===== src/ttpa_pkg.sv =====
// Operation
// RULE1: every selection point grants the two threads in turn whenever both can use the stage.
// RULE2: when one thread cannot use a stage, the other thread gets every cycle of it.
// RULE3: a thread cannot use a stage while it has a cache miss, a branch mispredict or a dependency; the code gates only trace cache fetch this way.
// RULE4: trace cache access is re-arbitrated on every clock cycle.
// RULE5: after a trace line is fetched for one thread, the next fetch goes to the other if both ask.
// RULE6: while one thread waits on second-level fetch returns, the other gets all trace bandwidth.
// RULE7: the micro-op queue is split between the threads whenever both are active.
// RULE8: at most six micro-ops dispatch per cycle, and only those whose operands are ready.
// RULE9: dispatch from the wait queues does not depend on which thread issued the micro-op.
// RULE10: each thread may hold at most half of the reorder buffer entries.
// RULE11: retirement is in program order per thread and alternates while both are ready.
// RULE12: if one thread has nothing ready to retire, the other gets the whole retire bandwidth.
// RULE13: store commit into the data cache alternates between the two threads.
// RULE14: load and store buffers limit each thread to half of their entries.
// RULE15: after reset each alternating point gives first priority to thread zero.
// RULE16: an inactive thread is never granted, and the active one may use whole queues.
package ttpa_pkg;
  localparam int DISPATCH_WIDTH = 6;
  localparam int UOPQ_DEPTH     = 16;
  localparam int ROB_DEPTH      = 128;
  localparam int LDB_DEPTH      = 48;
  localparam int STB_DEPTH      = 24;
  localparam int WAITQ_DEPTH    = 16;
  localparam logic RESET_PRIO   = 1'b0;
endpackage : ttpa_pkg


===== src/ttpa_rr_point.sv =====
`timescale 1ns/100ps
`default_nettype none
// one two-thread alternating selection point
module ttpa_rr_point
  import ttpa_pkg::*;
(
  // clock and reset
  input  wire logic       clk,
  input  wire logic       reset_n,
  // requests, already gated by active, and by stall for the fetch point only
  input  wire logic [1:0] req,
  // grant, combinational
  output logic      [1:0] gnt
);
  typedef struct packed {
    logic prio;
  } ttpa_rr_state_type;

  ttpa_rr_state_type st_q;
  ttpa_rr_state_type st_d;

  always_comb begin
    st_d = st_q;
    gnt  = 2'h0;
    if (req == 2'h3) begin
      gnt[st_q.prio] = 1'b1;         // RULE1
    end else begin
      gnt = req;                     // RULE2
    end
    if (gnt[0]) st_d.prio = 1'b1;    // RULE5
    else if (gnt[1]) st_d.prio = 1'b0;
  end

  always_ff @(posedge clk or negedge reset_n) begin
    if (!reset_n) begin
      st_q.prio <= RESET_PRIO;       // RULE15
    end else begin
      st_q <= st_d;                  // RULE4
    end
  end

  gnt_onehot_a: assert property (@(posedge clk) disable iff (!reset_n)
    gnt != 2'h3) else $error("two grants at once"); // RULE1
  // sampled reset_n keeps out the release edge, where the priority flop is still held
  gnt_alternate_a: assert property (@(posedge clk) disable iff (!reset_n)
    (reset_n && req == 2'h3 && gnt[0]) ##1 (req == 2'h3) |-> gnt[1])
    else $error("no alternation"); // RULE5
  gnt_solo_a: assert property (@(posedge clk) disable iff (!reset_n)
    (req == 2'h1 |-> gnt == 2'h1) and (req == 2'h2 |-> gnt == 2'h2))
    else $error("lone requester not granted"); // RULE2
  gnt_noreq_a: assert property (@(posedge clk) disable iff (!reset_n)
    (gnt & ~req) == 2'h0) else $error("grant without request"); // RULE16
  cov_both_c: cover property (@(posedge clk) disable iff (!reset_n)
    req == 2'h3 ##1 req == 2'h3);
  cov_solo_c: cover property (@(posedge clk) disable iff (!reset_n) req == 2'h2);
endmodule : ttpa_rr_point
`default_nettype wire


===== src/ttpa_arbiter.sv =====
`timescale 1ns/100ps
`default_nettype none
// two-thread sharing logic for the shared pipeline selection points
module ttpa_arbiter
  import ttpa_pkg::*;
#(
  parameter int DISPATCH_W = DISPATCH_WIDTH,
  parameter int WAITQ_N    = WAITQ_DEPTH,
  parameter int UOPQ_N     = UOPQ_DEPTH,
  parameter int ROB_N      = ROB_DEPTH,
  parameter int LDB_N      = LDB_DEPTH,
  parameter int STB_N      = STB_DEPTH
)
(
  // clock and reset
  input  wire logic               clk,
  input  wire logic               reset_n,
  // thread state
  input  wire logic [1:0]         thr_active,
  input  wire logic [1:0]         thr_cache_miss,
  input  wire logic [1:0]         thr_mispredict,
  input  wire logic [1:0]         thr_dep_stall,
  input  wire logic [1:0]         thr_l2_wait,
  // trace cache fetch
  input  wire logic [1:0]         fetch_req,
  output logic      [1:0]         fetch_gnt,
  // micro-op queue, rename side
  input  wire logic [1:0]         uopq_push,
  input  wire logic [1:0]         uopq_pop,
  output logic      [1:0]         uopq_room,
  // wait queue, one ready bit per entry
  input  wire logic [WAITQ_N-1:0] wq_ready,
  output logic      [WAITQ_N-1:0] wq_dispatch,
  // reorder buffer
  input  wire logic [1:0]         rob_alloc,
  input  wire logic [1:0]         rob_free,
  output logic      [1:0]         rob_room,
  // retirement
  input  wire logic [1:0]         retire_ready,
  output logic      [1:0]         retire_gnt,
  // load and store buffers
  input  wire logic [1:0]         ldb_alloc,
  input  wire logic [1:0]         ldb_free,
  output logic      [1:0]         ldb_room,
  input  wire logic [1:0]         stb_alloc,
  input  wire logic [1:0]         stb_free,
  output logic      [1:0]         stb_room,
  // store commit to data cache
  input  wire logic [1:0]         commit_req,
  output logic      [1:0]         commit_gnt
);
  if (DISPATCH_W < 1 || DISPATCH_W > WAITQ_N || WAITQ_N > 64) begin : g_bad_dispatch
    $error("bad dispatch or wait queue size");
  end
  // occupancy counters are eight bits wide
  if (UOPQ_N < 2 || ROB_N < 2 || LDB_N < 2 || STB_N < 2 ||
      UOPQ_N > 255 || ROB_N > 255 || LDB_N > 255 || STB_N > 255) begin : g_bad_depth
    $error("partitioned buffers need two to 255 entries");
  end

  localparam int CW = 8;
  localparam int NB = 5;

  typedef struct packed {
    logic [1:0]         fetch_gnt;
    logic [1:0]         retire_gnt;
    logic [1:0]         commit_gnt;
    logic [WAITQ_N-1:0] wq_dispatch;
    logic [1:0]         room_uopq;
    logic [1:0]         room_rob;
    logic [1:0]         room_ldb;
    logic [1:0]         room_stb;
  } ttpa_out_type;

  typedef struct packed {
    logic [NB-1:0][1:0][CW-1:0] cnt;
    ttpa_out_type               o;
  } ttpa_state_type;

  ttpa_state_type st_q;
  ttpa_state_type st_d;

  logic [1:0] blocked;
  logic [1:0] f_req;
  logic [1:0] r_req;
  logic [1:0] c_req;
  logic [1:0] f_gnt;
  logic [1:0] r_gnt;
  logic [1:0] c_gnt;
  logic [NB-1:0][1:0] inc;
  logic [NB-1:0][1:0] dec;
  logic [NB-1:0][CW-1:0] cap;

  assign blocked = thr_cache_miss | thr_mispredict | thr_dep_stall | thr_l2_wait; // RULE3
  assign f_req   = fetch_req & thr_active & ~blocked;   // RULE6
  assign r_req   = retire_ready & thr_active;           // RULE12
  assign c_req   = commit_req & thr_active;             // RULE16

  ttpa_rr_point u_fetch  (.clk(clk), .reset_n(reset_n), .req(f_req), .gnt(f_gnt)); // RULE4
  ttpa_rr_point u_retire (.clk(clk), .reset_n(reset_n), .req(r_req), .gnt(r_gnt)); // RULE11
  ttpa_rr_point u_commit (.clk(clk), .reset_n(reset_n), .req(c_req), .gnt(c_gnt)); // RULE13

  assign inc = {stb_alloc, ldb_alloc, rob_alloc, uopq_push, 2'h0};
  assign dec = {stb_free, ldb_free, rob_free, uopq_pop, 2'h0};
  assign cap = {CW'(STB_N), CW'(LDB_N), CW'(ROB_N), CW'(UOPQ_N), CW'(0)};

  function automatic logic [1:0] room_of(input logic [1:0][CW-1:0] c,
                                         input logic [CW-1:0] size,
                                         input logic [1:0] act);
    logic [1:0] r;
    r = 2'h0;
    for (int t = 0; t < 2; t++) begin
      if (act == 2'h3) r[t] = c[t] < (size >> 1);         // RULE7 RULE10 RULE14
      else r[t] = act[t] && ((c[0] + c[1]) < size);       // RULE16
    end
    return r;
  endfunction

  always_comb begin
    int n;
    n = 0;
    st_d = st_q;
    for (int b = 1; b < NB; b++) begin
      for (int t = 0; t < 2; t++) begin
        st_d.cnt[b][t] = st_q.cnt[b][t] + CW'(inc[b][t]) - CW'(dec[b][t]);
      end
    end
    st_d.cnt[0] = '0;
    st_d.o.fetch_gnt  = f_gnt;
    st_d.o.retire_gnt = r_gnt;
    st_d.o.commit_gnt = c_gnt;
    st_d.o.room_uopq  = room_of(st_d.cnt[1], cap[1], thr_active);
    st_d.o.room_rob   = room_of(st_d.cnt[2], cap[2], thr_active);
    st_d.o.room_ldb   = room_of(st_d.cnt[3], cap[3], thr_active);
    st_d.o.room_stb   = room_of(st_d.cnt[4], cap[4], thr_active);
    // oldest-first by slot, thread-blind
    for (int i = 0; i < WAITQ_N; i++) begin
      st_d.o.wq_dispatch[i] = 1'b0;
      if (wq_ready[i] && n < DISPATCH_W) begin               // RULE8 RULE9
        st_d.o.wq_dispatch[i] = 1'b1;
        n = n + 1;
      end
    end
  end

  always_ff @(posedge clk or negedge reset_n) begin
    if (!reset_n) begin
      st_q <= '0;
    end else begin
      st_q <= st_d;
    end
  end

  assign fetch_gnt   = st_q.o.fetch_gnt;
  assign retire_gnt  = st_q.o.retire_gnt;
  assign commit_gnt  = st_q.o.commit_gnt;
  assign wq_dispatch = st_q.o.wq_dispatch;
  assign uopq_room   = st_q.o.room_uopq;
  assign rob_room    = st_q.o.room_rob;
  assign ldb_room    = st_q.o.room_ldb;
  assign stb_room    = st_q.o.room_stb;

  dispatch_max_a: assert property (@(posedge clk) disable iff (!reset_n)
    $countones(wq_dispatch) <= DISPATCH_W) else $error("too many dispatched"); // RULE8
  dispatch_ready_a: assert property (@(posedge clk) disable iff (!reset_n)
    ##1 ((wq_dispatch & ~$past(wq_ready)) == '0)) else $error("dispatch not ready"); // RULE8
  fetch_block_a: assert property (@(posedge clk) disable iff (!reset_n)
    blocked[0] |=> !fetch_gnt[0]) else $error("blocked thread fetched"); // RULE3
  fetch_full_a: assert property (@(posedge clk) disable iff (!reset_n)
    (reset_n && thr_l2_wait[1] && f_req[0]) |=> fetch_gnt == 2'h1)
    else $error("bandwidth lost"); // RULE6
  retire_solo_a: assert property (@(posedge clk) disable iff (!reset_n)
    (reset_n && r_req == 2'h2) |=> retire_gnt == 2'h2) else $error("retire slot idle"); // RULE12
  inactive_nogrant_a: assert property (@(posedge clk) disable iff (!reset_n)
    !thr_active[1] |=> !fetch_gnt[1] && !retire_gnt[1] && !commit_gnt[1])
    else $error("inactive thread granted"); // RULE16
  rob_half_a: assert property (@(posedge clk) disable iff (!reset_n)
    ($past(thr_active) == 2'h3 && st_q.cnt[2][0] >= CW'(ROB_N / 2)) |-> !rob_room[0])
    else $error("rob past half"); // RULE10
  first_prio_a: assert property (@(posedge clk)
    $rose(reset_n) && f_req == 2'h3 |=> fetch_gnt == 2'h1)
    else $error("thread zero not first after reset"); // RULE15
  cov_alt_c: cover property (@(posedge clk) disable iff (!reset_n)
    fetch_gnt == 2'h1 ##1 fetch_gnt == 2'h2 ##1 fetch_gnt == 2'h1);
  cov_full_c: cover property (@(posedge clk) disable iff (!reset_n)
    $countones(wq_dispatch) == DISPATCH_W);
  cov_commit_c: cover property (@(posedge clk) disable iff (!reset_n)
    commit_gnt == 2'h2 ##1 commit_gnt == 2'h1);
endmodule : ttpa_arbiter
`default_nettype wire


===== config.mk =====
export PLATFORM = sky130hd
export DESIGN_NAME = ttpa_arbiter
export DESIGN_NICKNAME = d
export VERILOG_FILES = /design/src/ttpa_pkg.sv /design/src/ttpa_rr_point.sv /design/src/ttpa_arbiter.sv
export SDC_FILE = /design/constraint.sdc
export NUM_CORES = 1
export LEC_CHECK = 0
export BUFFER_PORTS_ARGS = -buffer_cell sky130_fd_sc_hd__buf_2
export CAP_MARGIN = 25
export CELL_PAD_IN_SITES_DETAIL_PLACEMENT = 2
export CELL_PAD_IN_SITES_GLOBAL_PLACEMENT = 2
export CORE_UTILIZATION = 30
export CTS_BUF_LIST = sky130_fd_sc_hd__clkbuf_2
export DETAILED_ROUTE_END_ITERATION = 8
export PLACE_DENSITY_LB_ADDON = 0.1
export SYNTH_ARGS = -nofsm -noshare
export SYNTH_HDL_FRONTEND = slang
export SYNTH_SLANG_ARGS = --single-unit
export TNS_END_PERCENT = 5

===== constraint.sdc =====
create_clock -name clk -period 6.3 [get_ports clk]
set_input_delay 0.315 -clock clk [delete_from_list [all_inputs] [get_ports clk]]
set_output_delay 0.315 -clock clk [all_outputs]
set_load 0.05 [all_outputs]

==> qor.yml, run 1 <==
status: "finished, violations left"
violations: "negative setup slack"
grt_overflow_total: 0
drc: 0
final_cell_mix: "112 x inv_1, 99 x buf_4, 97 x dfrtp_1"
cts_sinks: 97
first_global_vias: 6982
dieArea_um2: 25800
rr_worst_depth: 16
fin_area_um2: 9590
cts_tree: "done"
dp.final_hpwl_mm: 15.7
num_rows: 57
tightest_slew_ns: 0.784
grt_max_degree: 60
ant_nets: 0
num_io_pins: 80
synth_cells: 758
critPathKind: "primary input to register"
drv_slew: 0
wl_mm: 19.5
syn_nets: 919
numPortBuffers: 79
nNetsFinal: 1090
multi_input_area_um2: 4750
root_buffer: "clkbuf_2"
end_kind: "register"
rsz0062_at_grt: "yes"
synth_edf_count: 0
areaGrowthSynthToFinish_pct: 27.2
setup_violations: 3
rrSetupSlack_ns: 2.63
syn_area_um2: 7540
num_vias: 5922
cp-startpoint: "wq_ready[0]"
coreArea_um2: 24500
routed_via_density: 4.70
r2r-start: "st_q[94]"
globalplace.congestion: 0.826
die_height_um: 160
grt_pass1_wl_mm: 33.7
hold_class: "primary input to register"
relSlewSlack_pct: 47.7
start_util_pct: 30.8
slowest_delay_ns: 0.32
drive_gt1_share_pct: 29.2
die_w_um: 160
drtIter0Drc: 119
path_clk_slew_ns: 0.32
setup_slack_ns: -1.15
drv_cap: 0
start_kind: "primary input"
numCtsBuffers: 9
path_max_fanout: 7
yosysSeqAreaShare_pct: 32.2
layout.area.seq_um2: 2430
clock_skew_ns: 0.0459
fin_crit_sh_pct: 118
critical_path_required_ns: 6.88
first_pass_iters: 4
synth_area_per_cell_um2: 9.94
antenna_found_initial: 1
max_freq_ghz: 0.134
crit_top_cell: "ha_4"
grt.total_usage_pct: 16.3
r2r-end: "stb_room[1]"
setup.worst_path.end: "wq_dispatch[15]"
cts_buffer_depth: 2
synthArstFlopShare_pct: 100
period_needed_ns: 7.45
yosys_warnings: 0
synth_seq_cells: 97
synth_cell_types: 84
worst_skew_pair.late_latency_ns: 0.61
nFillCells: 2642
synth_ff_type: "dfrtp_1"
worst_path_max_delay_cell: "mux2_4"
htree_levels: 3
layout_commonest_cell: "inv_1"
hold_viol_final: 0
place_area_um2: 9000
arrival_ns: 8.03
wire_per_inst_um: 15.5
-- registers in the layout (all words and copies together) (netlist names) --
name	count
u_fetch.st_q	1
uopq_room	2
u_retire.st_q	1
stb_room	2
rob_room	2
fetch_gnt	2
st_q	64
u_commit.st_q	1
commit_gnt	2
wq_dispatch	16
ldb_room	2
retire_gnt	2
-- cells in the mapped netlist, types with 6 or more instances --
cell | count | area [um^2]
buf_4 | 30 | 225
nand2b_1 | 7 | 43.8
o21ai_0 | 15 | 75.1
mux2i_1 | 6 | 60.1
dfrtp_1 | 97 | 2430
a21oi_1 | 52 | 260
nor2b_1 | 6 | 37.5
fa_1 | 8 | 160
o21a_1 | 7 | 52.6
inv_1 | 115 | 432
xnor2_1 | 66 | 578
nand2_1 | 29 | 109
xor2_1 | 19 | 166
o21bai_1 | 25 | 188
nor2_1 | 27 | 101
ha_1 | 103 | 1290
a21o_1 | 19 | 143
-- layer usage --
| layer | up-vias | GRT usage, % | wire length, um |
|---|---|---|---|
| met4 | 0 | 4.55 | 225 |
| met1 | 2964 | 19.1 | 8420 |
| met2 | 56 | 31.0 | 10600 |
| li1 | 2887 | - | - |
| met3 | 15 | 1.70 | 313 |
| met5 | - | 0 | 0 |
-- cell families after synthesis --
kind of cell	Yosys count	share of synthesized area [%]
AO/OA/AOI/OAI	170	16.1
buffers and inverters	158	9.71
AND/OR/NAND/NOR	115	8.60
adder cells (fa/ha/maj)	111	19.2
flip-flops	97	32.2
XOR/XNOR	93	11.9
multiplexers	14	2.22
-- metrics by stage --
stage | setup TNS [ns] | hold slack [ns] | util [%] | instances | setup WS [ns]
floorplan | -4.49 | 0.0194 | - | 758 | -1.87
global placement | -4.86 | 0.348 | 36.8 | 1208 | -1.87
detailed placement | -6.24 | 0.346 | 36.8 | 1208 | -2.23
CTS | -2.32 | 0.00287 | 38.8 | 1257 | -1.23
global route | -3.08 | 0.0236 | 39.2 | 1260 | -1.49
finish | -2.06 | 0.0775 | 39.2 | 1260 | -1.15
-- how the worst min path moves through the flow --
| stage | from | cells after the start | endpoint | slack, ns |
|---|---|---|---|---|
| after floorplan | reset_n | 0 | commit_gnt[0] | 0.02 |
| after global placement | reset_n | 1 | wq_dispatch[2] | 0.35 |
| after detailed placement | reset_n | 1 | wq_dispatch[0] | 0.35 |
| after CTS | wq_ready[12] | 4 | wq_dispatch[12] | 0.003 |
| after global routing | wq_ready[12] | 4 | wq_dispatch[12] | 0.02 |
| final | retire_ready[0] | 3 | retire_gnt[0] | 0.08 |
-- final cells by class --
cell class / count / share of cell area, %
clock buffer: 9 / 0.470
clock inverter: 7 / 0.966
antenna: 2 / 0.0522
timing repair buffer: 201 / 14.6
multi-input combinational: 503 / 49.5
sequential: 97 / 25.3
tap: 324 / 4.23
inverter: 117 / 4.82
-- repair_timing --
| action | in CTS | in global routing |
|---|---|---|
| endpoints found under the setup margin | 4 | 4 |
| hold endpoints to repair | 61 | 0 |
| pin swaps | 15 | 6 |
| resized for setup | 11 | 16 |
| hold buffers | 24 | 0 |
| setup buffers | 9 | 1 |
| cloned | 0 | 0 |
-- critical path: cells and delay by family --
kind | cells | cell delay [ns]
buffers and inverters | 4 | 0.33
xor gates and xnor gates | 3 | 0.55
muxes | 5 | 1.41
and+or+nand+nor | 9 | 1.38
adders and majority gates | 9 | 1.97
AOI/OAI and AO/OA | 13 | 2.07
Power of run 1 is not shown: default switching activity piles up to over one toggle a cycle in this logic, so the estimate is an artifact.
==> run 2: changes to the inputs <==
- REMOVE_ABC_BUFFERS: default -> 1
==> run 2 against run 1 <==
The flow still finishes with violations (negative setup slack). Critical path depth increased by 1. Design area increased by 4.1%. Utilization increased by 1.6 points. Maximum frequency decreased by 4.8%. Critical endpoint unchanged. Cell count increased by 2.8%. Hold slack improved by 0.00098 ns. Via count increased by 3.4%. Sequential share of layout area decreased by 1.0 points. Global-route usage increased by 1.3 points.
==> qor.yml, run 2 (same netlist as run 1, synthesis figures left out) <==
status: "finished, violations left"  # unchanged
violations: "negative setup slack"  # unchanged
critPathKind: "primary input to register"  # unchanged
root_buffer: "clkbuf_2"  # unchanged
max_flop_register: "st_q"  # unchanged
grt.total_usage_pct: 17.6  # was 16.3%
nNetsFinal: 1126  # was 1,090
clock_skew_ns: 0.0247  # was 0.0459 ns
htree_levels: 3  # unchanged
grt_max_degree: 60  # unchanged
globalplace.congestion: 0.852  # was 0.826
min_to: "wq_dispatch[12]"  # was retire_gnt[0]
num_rows: 57  # unchanged
numCtsBuffers: 9  # unchanged
areaGrowthSynthToFinish_pct: 32.5  # was 27.2%
max_freq_ghz: 0.128  # was 0.134 GHz
final_cell_mix: "122 x buf_4, 110 x inv_1, 97 x dfrtp_1"  # was 112 x inv_1, 99 x buf_4, 97 x dfrtp_1
drv_cap: 0  # unchanged
tightest_slew_ns: 0.785  # was 0.784 ns
die_height_um: 160  # unchanged
drive_gt1_share_pct: 32.2  # was 29.2%
dp.final_hpwl_mm: 15.8  # was 15.7 mm
period_needed_ns: 7.82  # was 7.45 ns
num_vias: 6121  # was 5,922
r2r-end: "stb_room[0]"  # was stb_room[1]
setup_slack_ns: -1.52  # was -1.15 ns
cts_sinks: 97  # unchanged
wl_met3_um: 339  # was 313 um
wl_mm: 21.4  # was 19.5 mm
fin_setup_tns_ns: -3.29  # was -2.06 ns
hold_class: "primary input to register"  # unchanged
first_pass_iters: 4  # unchanged
worst_path_max_delay_cell: "a221oi_2"  # was mux2_4
die_w_um: 160  # unchanged
start_util_pct: 30.8  # unchanged
wire_per_inst_um: 16.6  # was 15.5 um
grt_pass1_wl_mm: 36.2  # was 33.7 mm
cts_buffer_depth: 2  # unchanged
num_io_pins: 80  # unchanged
coreArea_um2: 24500  # unchanged
end_kind: "register"  # unchanged
path_clk_slew_ns: 0.28  # was 0.32 ns
r2r-start: "st_q[102]"  # was st_q[94]
routed_via_density: 4.73  # was 4.70
arrival_ns: 8.39  # was 8.03 ns
rsz0062_at_grt: "yes"  # unchanged
first_global_vias: 7336  # was 6,982
rrSetupSlack_ns: 2.59  # was 2.63 ns
place_ws_ns: -3.26  # was -2.23 ns
place_area_um2: 8800  # was 9000 um^2
worst_skew_pair.late_latency_ns: 0.60  # was 0.61 ns
antenna_found_initial: 1  # unchanged
largest_reg_flops: 64  # unchanged
met2_length_mm: 11.6  # was 10.6 mm
numPortBuffers: 79  # unchanged
finish.utilization_pct: 40.8  # was 39.2%
rr_worst_depth: 15  # was 16
start_kind: "primary input"  # unchanged
crit_top_cell: "ha_4"  # unchanged
dieArea_um2: 25800  # unchanged
critical_path_required_ns: 6.87  # was 6.88 ns
top_layer: "met4"  # unchanged
drv_slew: 0  # unchanged
layout_commonest_cell: "buf_4"  # was inv_1
setup_violations: 4  # was 3
drc: 0  # unchanged
hold_viol_final: 0  # unchanged
slowest_delay_ns: 0.31  # was 0.32 ns
path_max_fanout: 3  # was 7
fin_area_um2: 9990  # was 9590 um^2
hold_start: "wq_ready[12]"  # was retire_ready[0]
relSlewSlack_pct: 47.7  # about the same
ant_nets: 0  # unchanged
grt_overflow_total: 0  # unchanged
met1_length_mm: 9.22  # was 8.42 mm
cts_tree: "done"  # unchanged
drtIter0Drc: 113  # was 119
worstHoldPathCells: 4  # was 3
fin_crit_sh_pct: 124  # was 118%
[run 2: routing by layer]
metal	vias up	GRT usage (%)
met1	3080	20.1
met5	-	0
met4	0	5.80
met2	59	33.6
li1	2964	-
met3	18	1.86
[run 2: worst max path at each step]
stage | start | end | slack, ns | depth (start not counted)
floorplan | wq_ready[0] | wq_dispatch[15] | -3.02 | 41
global placement | wq_ready[0] | wq_dispatch[15] | -2.59 | 42
detailed placement | wq_ready[0] | wq_dispatch[15] | -3.26 | 42
CTS | wq_ready[1] | wq_dispatch[15] | -1.27 | 44
global route | wq_ready[0] | wq_dispatch[15] | -1.85 | 44
finish | wq_ready[0] | wq_dispatch[15] | -1.52 | 44
[run 2: what timing repair did]
action	CTS	global route
gates resized for setup	79	15
endpoints found under the hold margin	61	0
pin swaps	44	19
cloned	0	0
setup buffers	23	4
hold buffers	31	0
endpoints found under the setup margin	5	5
[run 2: final cells by class]
type / instances / area, um^2
Multi-Input combinational cell: 503 / 4880
Timing Repair Buffer: 237 / 1700
Clock inverter: 5 / 80.1
Sequential cell: 97 / 2430
Fill cell: 2607 / 14500
Antenna cell: 1 / 2.50
Inverter: 117 / 442
Clock buffer: 11 / 55.1
Tap cell: 324 / 405
[run 2: worst max-delay path, delay by kind of cell]
family / cells / cell delay, ns
compound gates: 12 / 2.19
fa+ha+maj: 9 / 2.03
simple gates: 9 / 1.50
mux: 5 / 1.18
buf+inv: 6 / 0.62
xor+xnor: 3 / 0.57
[run 2: stage by stage]
stage / instances / hold WS, ns
finish: 1295 / 0.0785
global route: 1295 / 0.000747
CTS: 1290 / 0.00454
detailed placement: 1220 / 0.350
global placement: 1220 / 0.327
floorplan: 717 / 0.0194
Power of run 2 is left out for the same reason.
==> run 3: changes to the inputs <==
- CTS_BUF_LIST: sky130_fd_sc_hd__clkbuf_2 -> default
- CTS_CLUSTER_DIAMETER: default -> 200
==> run 3 against run 2 <==
Hold slack improved by 0.011 ns. Maximum frequency fell by 3.3%. Critical path depth did not move. Sequential share of layout area rose by 0.40 points. Critical path type unchanged. Die area did not move. The run still ends with negative setup slack left. Sequential cell count did not move. Wire length fell by 2.2%. Design area fell by 1.6%. First-iteration DRC count fell by 8.8%.
==> qor.yml, run 3 (same netlist as run 1, synthesis figures left out) <==
start_kind: "primary input"  # unchanged
worst_path_max_delay_cell: "ha_1"  # was a221oi_2
worstHoldPathCells: 1  # was 4
max_freq_ghz: 0.124  # was 0.128 GHz
htree_levels: 3  # unchanged
nFillCells: 2629  # was 2,607
coreArea_um2: 24500  # unchanged
num_vias: 6035  # was 6,121
cts_sinks: 97  # unchanged
worst_skew_pair.late_latency_ns: 0.35  # was 0.60 ns
ant_nets: 0  # unchanged
grt_overflow_total: 0  # unchanged
grt_max_degree: 60  # unchanged
numCtsBuffers: 9  # unchanged
numPortBuffers: 79  # unchanged
clock_skew_ns: 0.00544  # was 0.0247 ns
die_height_um: 160  # unchanged
hold_ws_ns: 0.0896  # was 0.0785 ns
r2r-end: "stb_room[0]"  # unchanged
wire_per_inst_um: 16.6  # about the same
num_rows: 57  # unchanged
tightest_slew_ns: 0.787  # was 0.785 ns
rsz0062_at_grt: "yes"  # unchanged
critPathKind: "primary input to register"  # unchanged
rr_worst_depth: 15  # unchanged
drc: 0  # unchanged
nNetsFinal: 1097  # was 1,126
path_clk_slew_ns: 0.07  # was 0.28 ns
drv_cap: 0  # unchanged
status: "finished, violations left"  # unchanged
grt.total_usage_pct: 17.4  # was 17.6%
antenna_cells: 0  # was 1
drive_gt1_share_pct: 32.7  # was 32.2%
die_w_um: 160  # unchanged
wl_mm: 21.0  # was 21.4 mm
rrSetupSlack_ns: 2.64  # was 2.59 ns
cts_tree: "done"  # unchanged
dieArea_um2: 25800  # unchanged
critical_path_required_ns: 6.58  # was 6.87 ns
max_flop_register: "st_q"  # unchanged
cts_buffer_depth: 2  # unchanged
dp.cells: 1220  # unchanged
num_io_pins: 80  # unchanged
period_needed_ns: 8.09  # was 7.82 ns
areaGrowthSynthToFinish_pct: 30.4  # was 32.5%
path_max_fanout: 3  # unchanged
routed_via_density: 4.77  # was 4.73
crit_top_cell: "ha_4"  # unchanged
hold_class: "primary input to register"  # unchanged
r2r-start: "st_q[102]"  # unchanged
layout_commonest_cell: "buf_4"  # unchanged
drtIter0Drc: 103  # was 113
globalplace.congestion: 0.852  # unchanged
end_kind: "register"  # unchanged
relSlewSlack_pct: 47.6  # was 47.7%
largest_reg_flops: 64  # unchanged
setup_slack_ns: -1.79  # was -1.52 ns
hold_viol_final: 0  # unchanged
slowest_delay_ns: 0.32  # was 0.31 ns
finish.utilization_pct: 40.2  # was 40.8%
setup_violations: 4  # unchanged
violations: "negative setup slack"  # unchanged
final_cells: 1265  # was 1,295
first_pass_iters: 4  # unchanged
first_global_vias: 7270  # was 7,336
root_buffer: "clkbuf_16"  # was clkbuf_2
final_cell_mix: "123 x buf_4, 110 x inv_1, 97 x dfrtp_1"  # was 122 x buf_4, 110 x inv_1, 97 x dfrtp_1
dp.final_hpwl_mm: 15.8  # unchanged
min_to: "wq_dispatch[0]"  # was wq_dispatch[12]
start_util_pct: 30.8  # unchanged
fin_crit_sh_pct: 128  # was 124%
hold_start: "wq_ready[0]"  # was wq_ready[12]
grt_pass1_wl_mm: 35.8  # was 36.2 mm
antenna_found_initial: 0  # was 1
drv_slew: 0  # unchanged
arrival_ns: 8.37  # was 8.39 ns
fin_setup_tns_ns: -4.44  # was -3.29 ns
==> run 3: cell count changes in the layout (fill, tap and decap cells not counted), sizes merged <==
cell and delta:
buf +1, clkbuf +1, clkinv -1, diode -1
dlygate4sd3 -30
==> run 3: final cells by class <==
cell class	count	area [um^2]	area share (%)
multi-input combinational	503	4820	49.0
tap	324	405	4.13
timing repair buffer	208	1410	14.3
sequential	97	2430	24.7
clock buffer	12	246	2.51
inverter	117	444	4.52
clock inverter	4	76.3	0.777
==> run 3: how the worst max path moves through the flow <==
stage                           start         endpoint  slack [ns]  cells past startpoint
after floorplan           wq_ready[0]  wq_dispatch[15]       -3.02                     41
after global placement    wq_ready[0]  wq_dispatch[15]       -2.59                     42
after detailed placement  wq_ready[0]  wq_dispatch[15]       -3.26                     42
after CTS                 wq_ready[1]  wq_dispatch[15]       -1.63                     44
after global routing      wq_ready[0]  wq_dispatch[15]       -2.13                     44
final                     wq_ready[0]  wq_dispatch[15]       -1.79                     44
==> run 3: per-layer routing <==
layer | global-route usage, % | part of all wire [%]
met1 | 19.6 | 42
met2 | 33.2 | 54
met3 | 1.86 | 1.8
met4 | 6.49 | 2.0
met5 | 0 | 0
==> run 3: worst max-delay path: cells and delay by family <==
kind,cells,cell delay [ns]
AO/OA/AOI/OAI,12,2.15
XOR/XNOR,3,0.56
adder cells (fa/ha/maj),9,2.02
buffers and inverters,6,0.59
multiplexers,5,1.25
AND/OR/NAND/NOR,9,1.49
==> run 3: per-stage QoR <==
stage | instance area [um^2] | worst slack (ns)
2_1_floorplan | 7240 | -3.02
3_3_place_gp | 8800 | -2.59
3_5_place_dp | 8800 | -3.26
4_1_cts | 9730 | -1.63
5_1_grt | 9820 | -2.13
6_report | 9820 | -1.79
==> run 3: repair_timing <==
| action | CTS | global route |
|---|---|---|
| endpoints found under the setup margin | 6 | 5 |
| gates resized for setup | 78 | 10 |
| pin swaps | 43 | 14 |
| hold buffers | 1 | 0 |
| buffers inserted | 23 | 5 |
| hold endpoints to repair | 38 | 0 |
Power of run 3 is left out for the same reason.
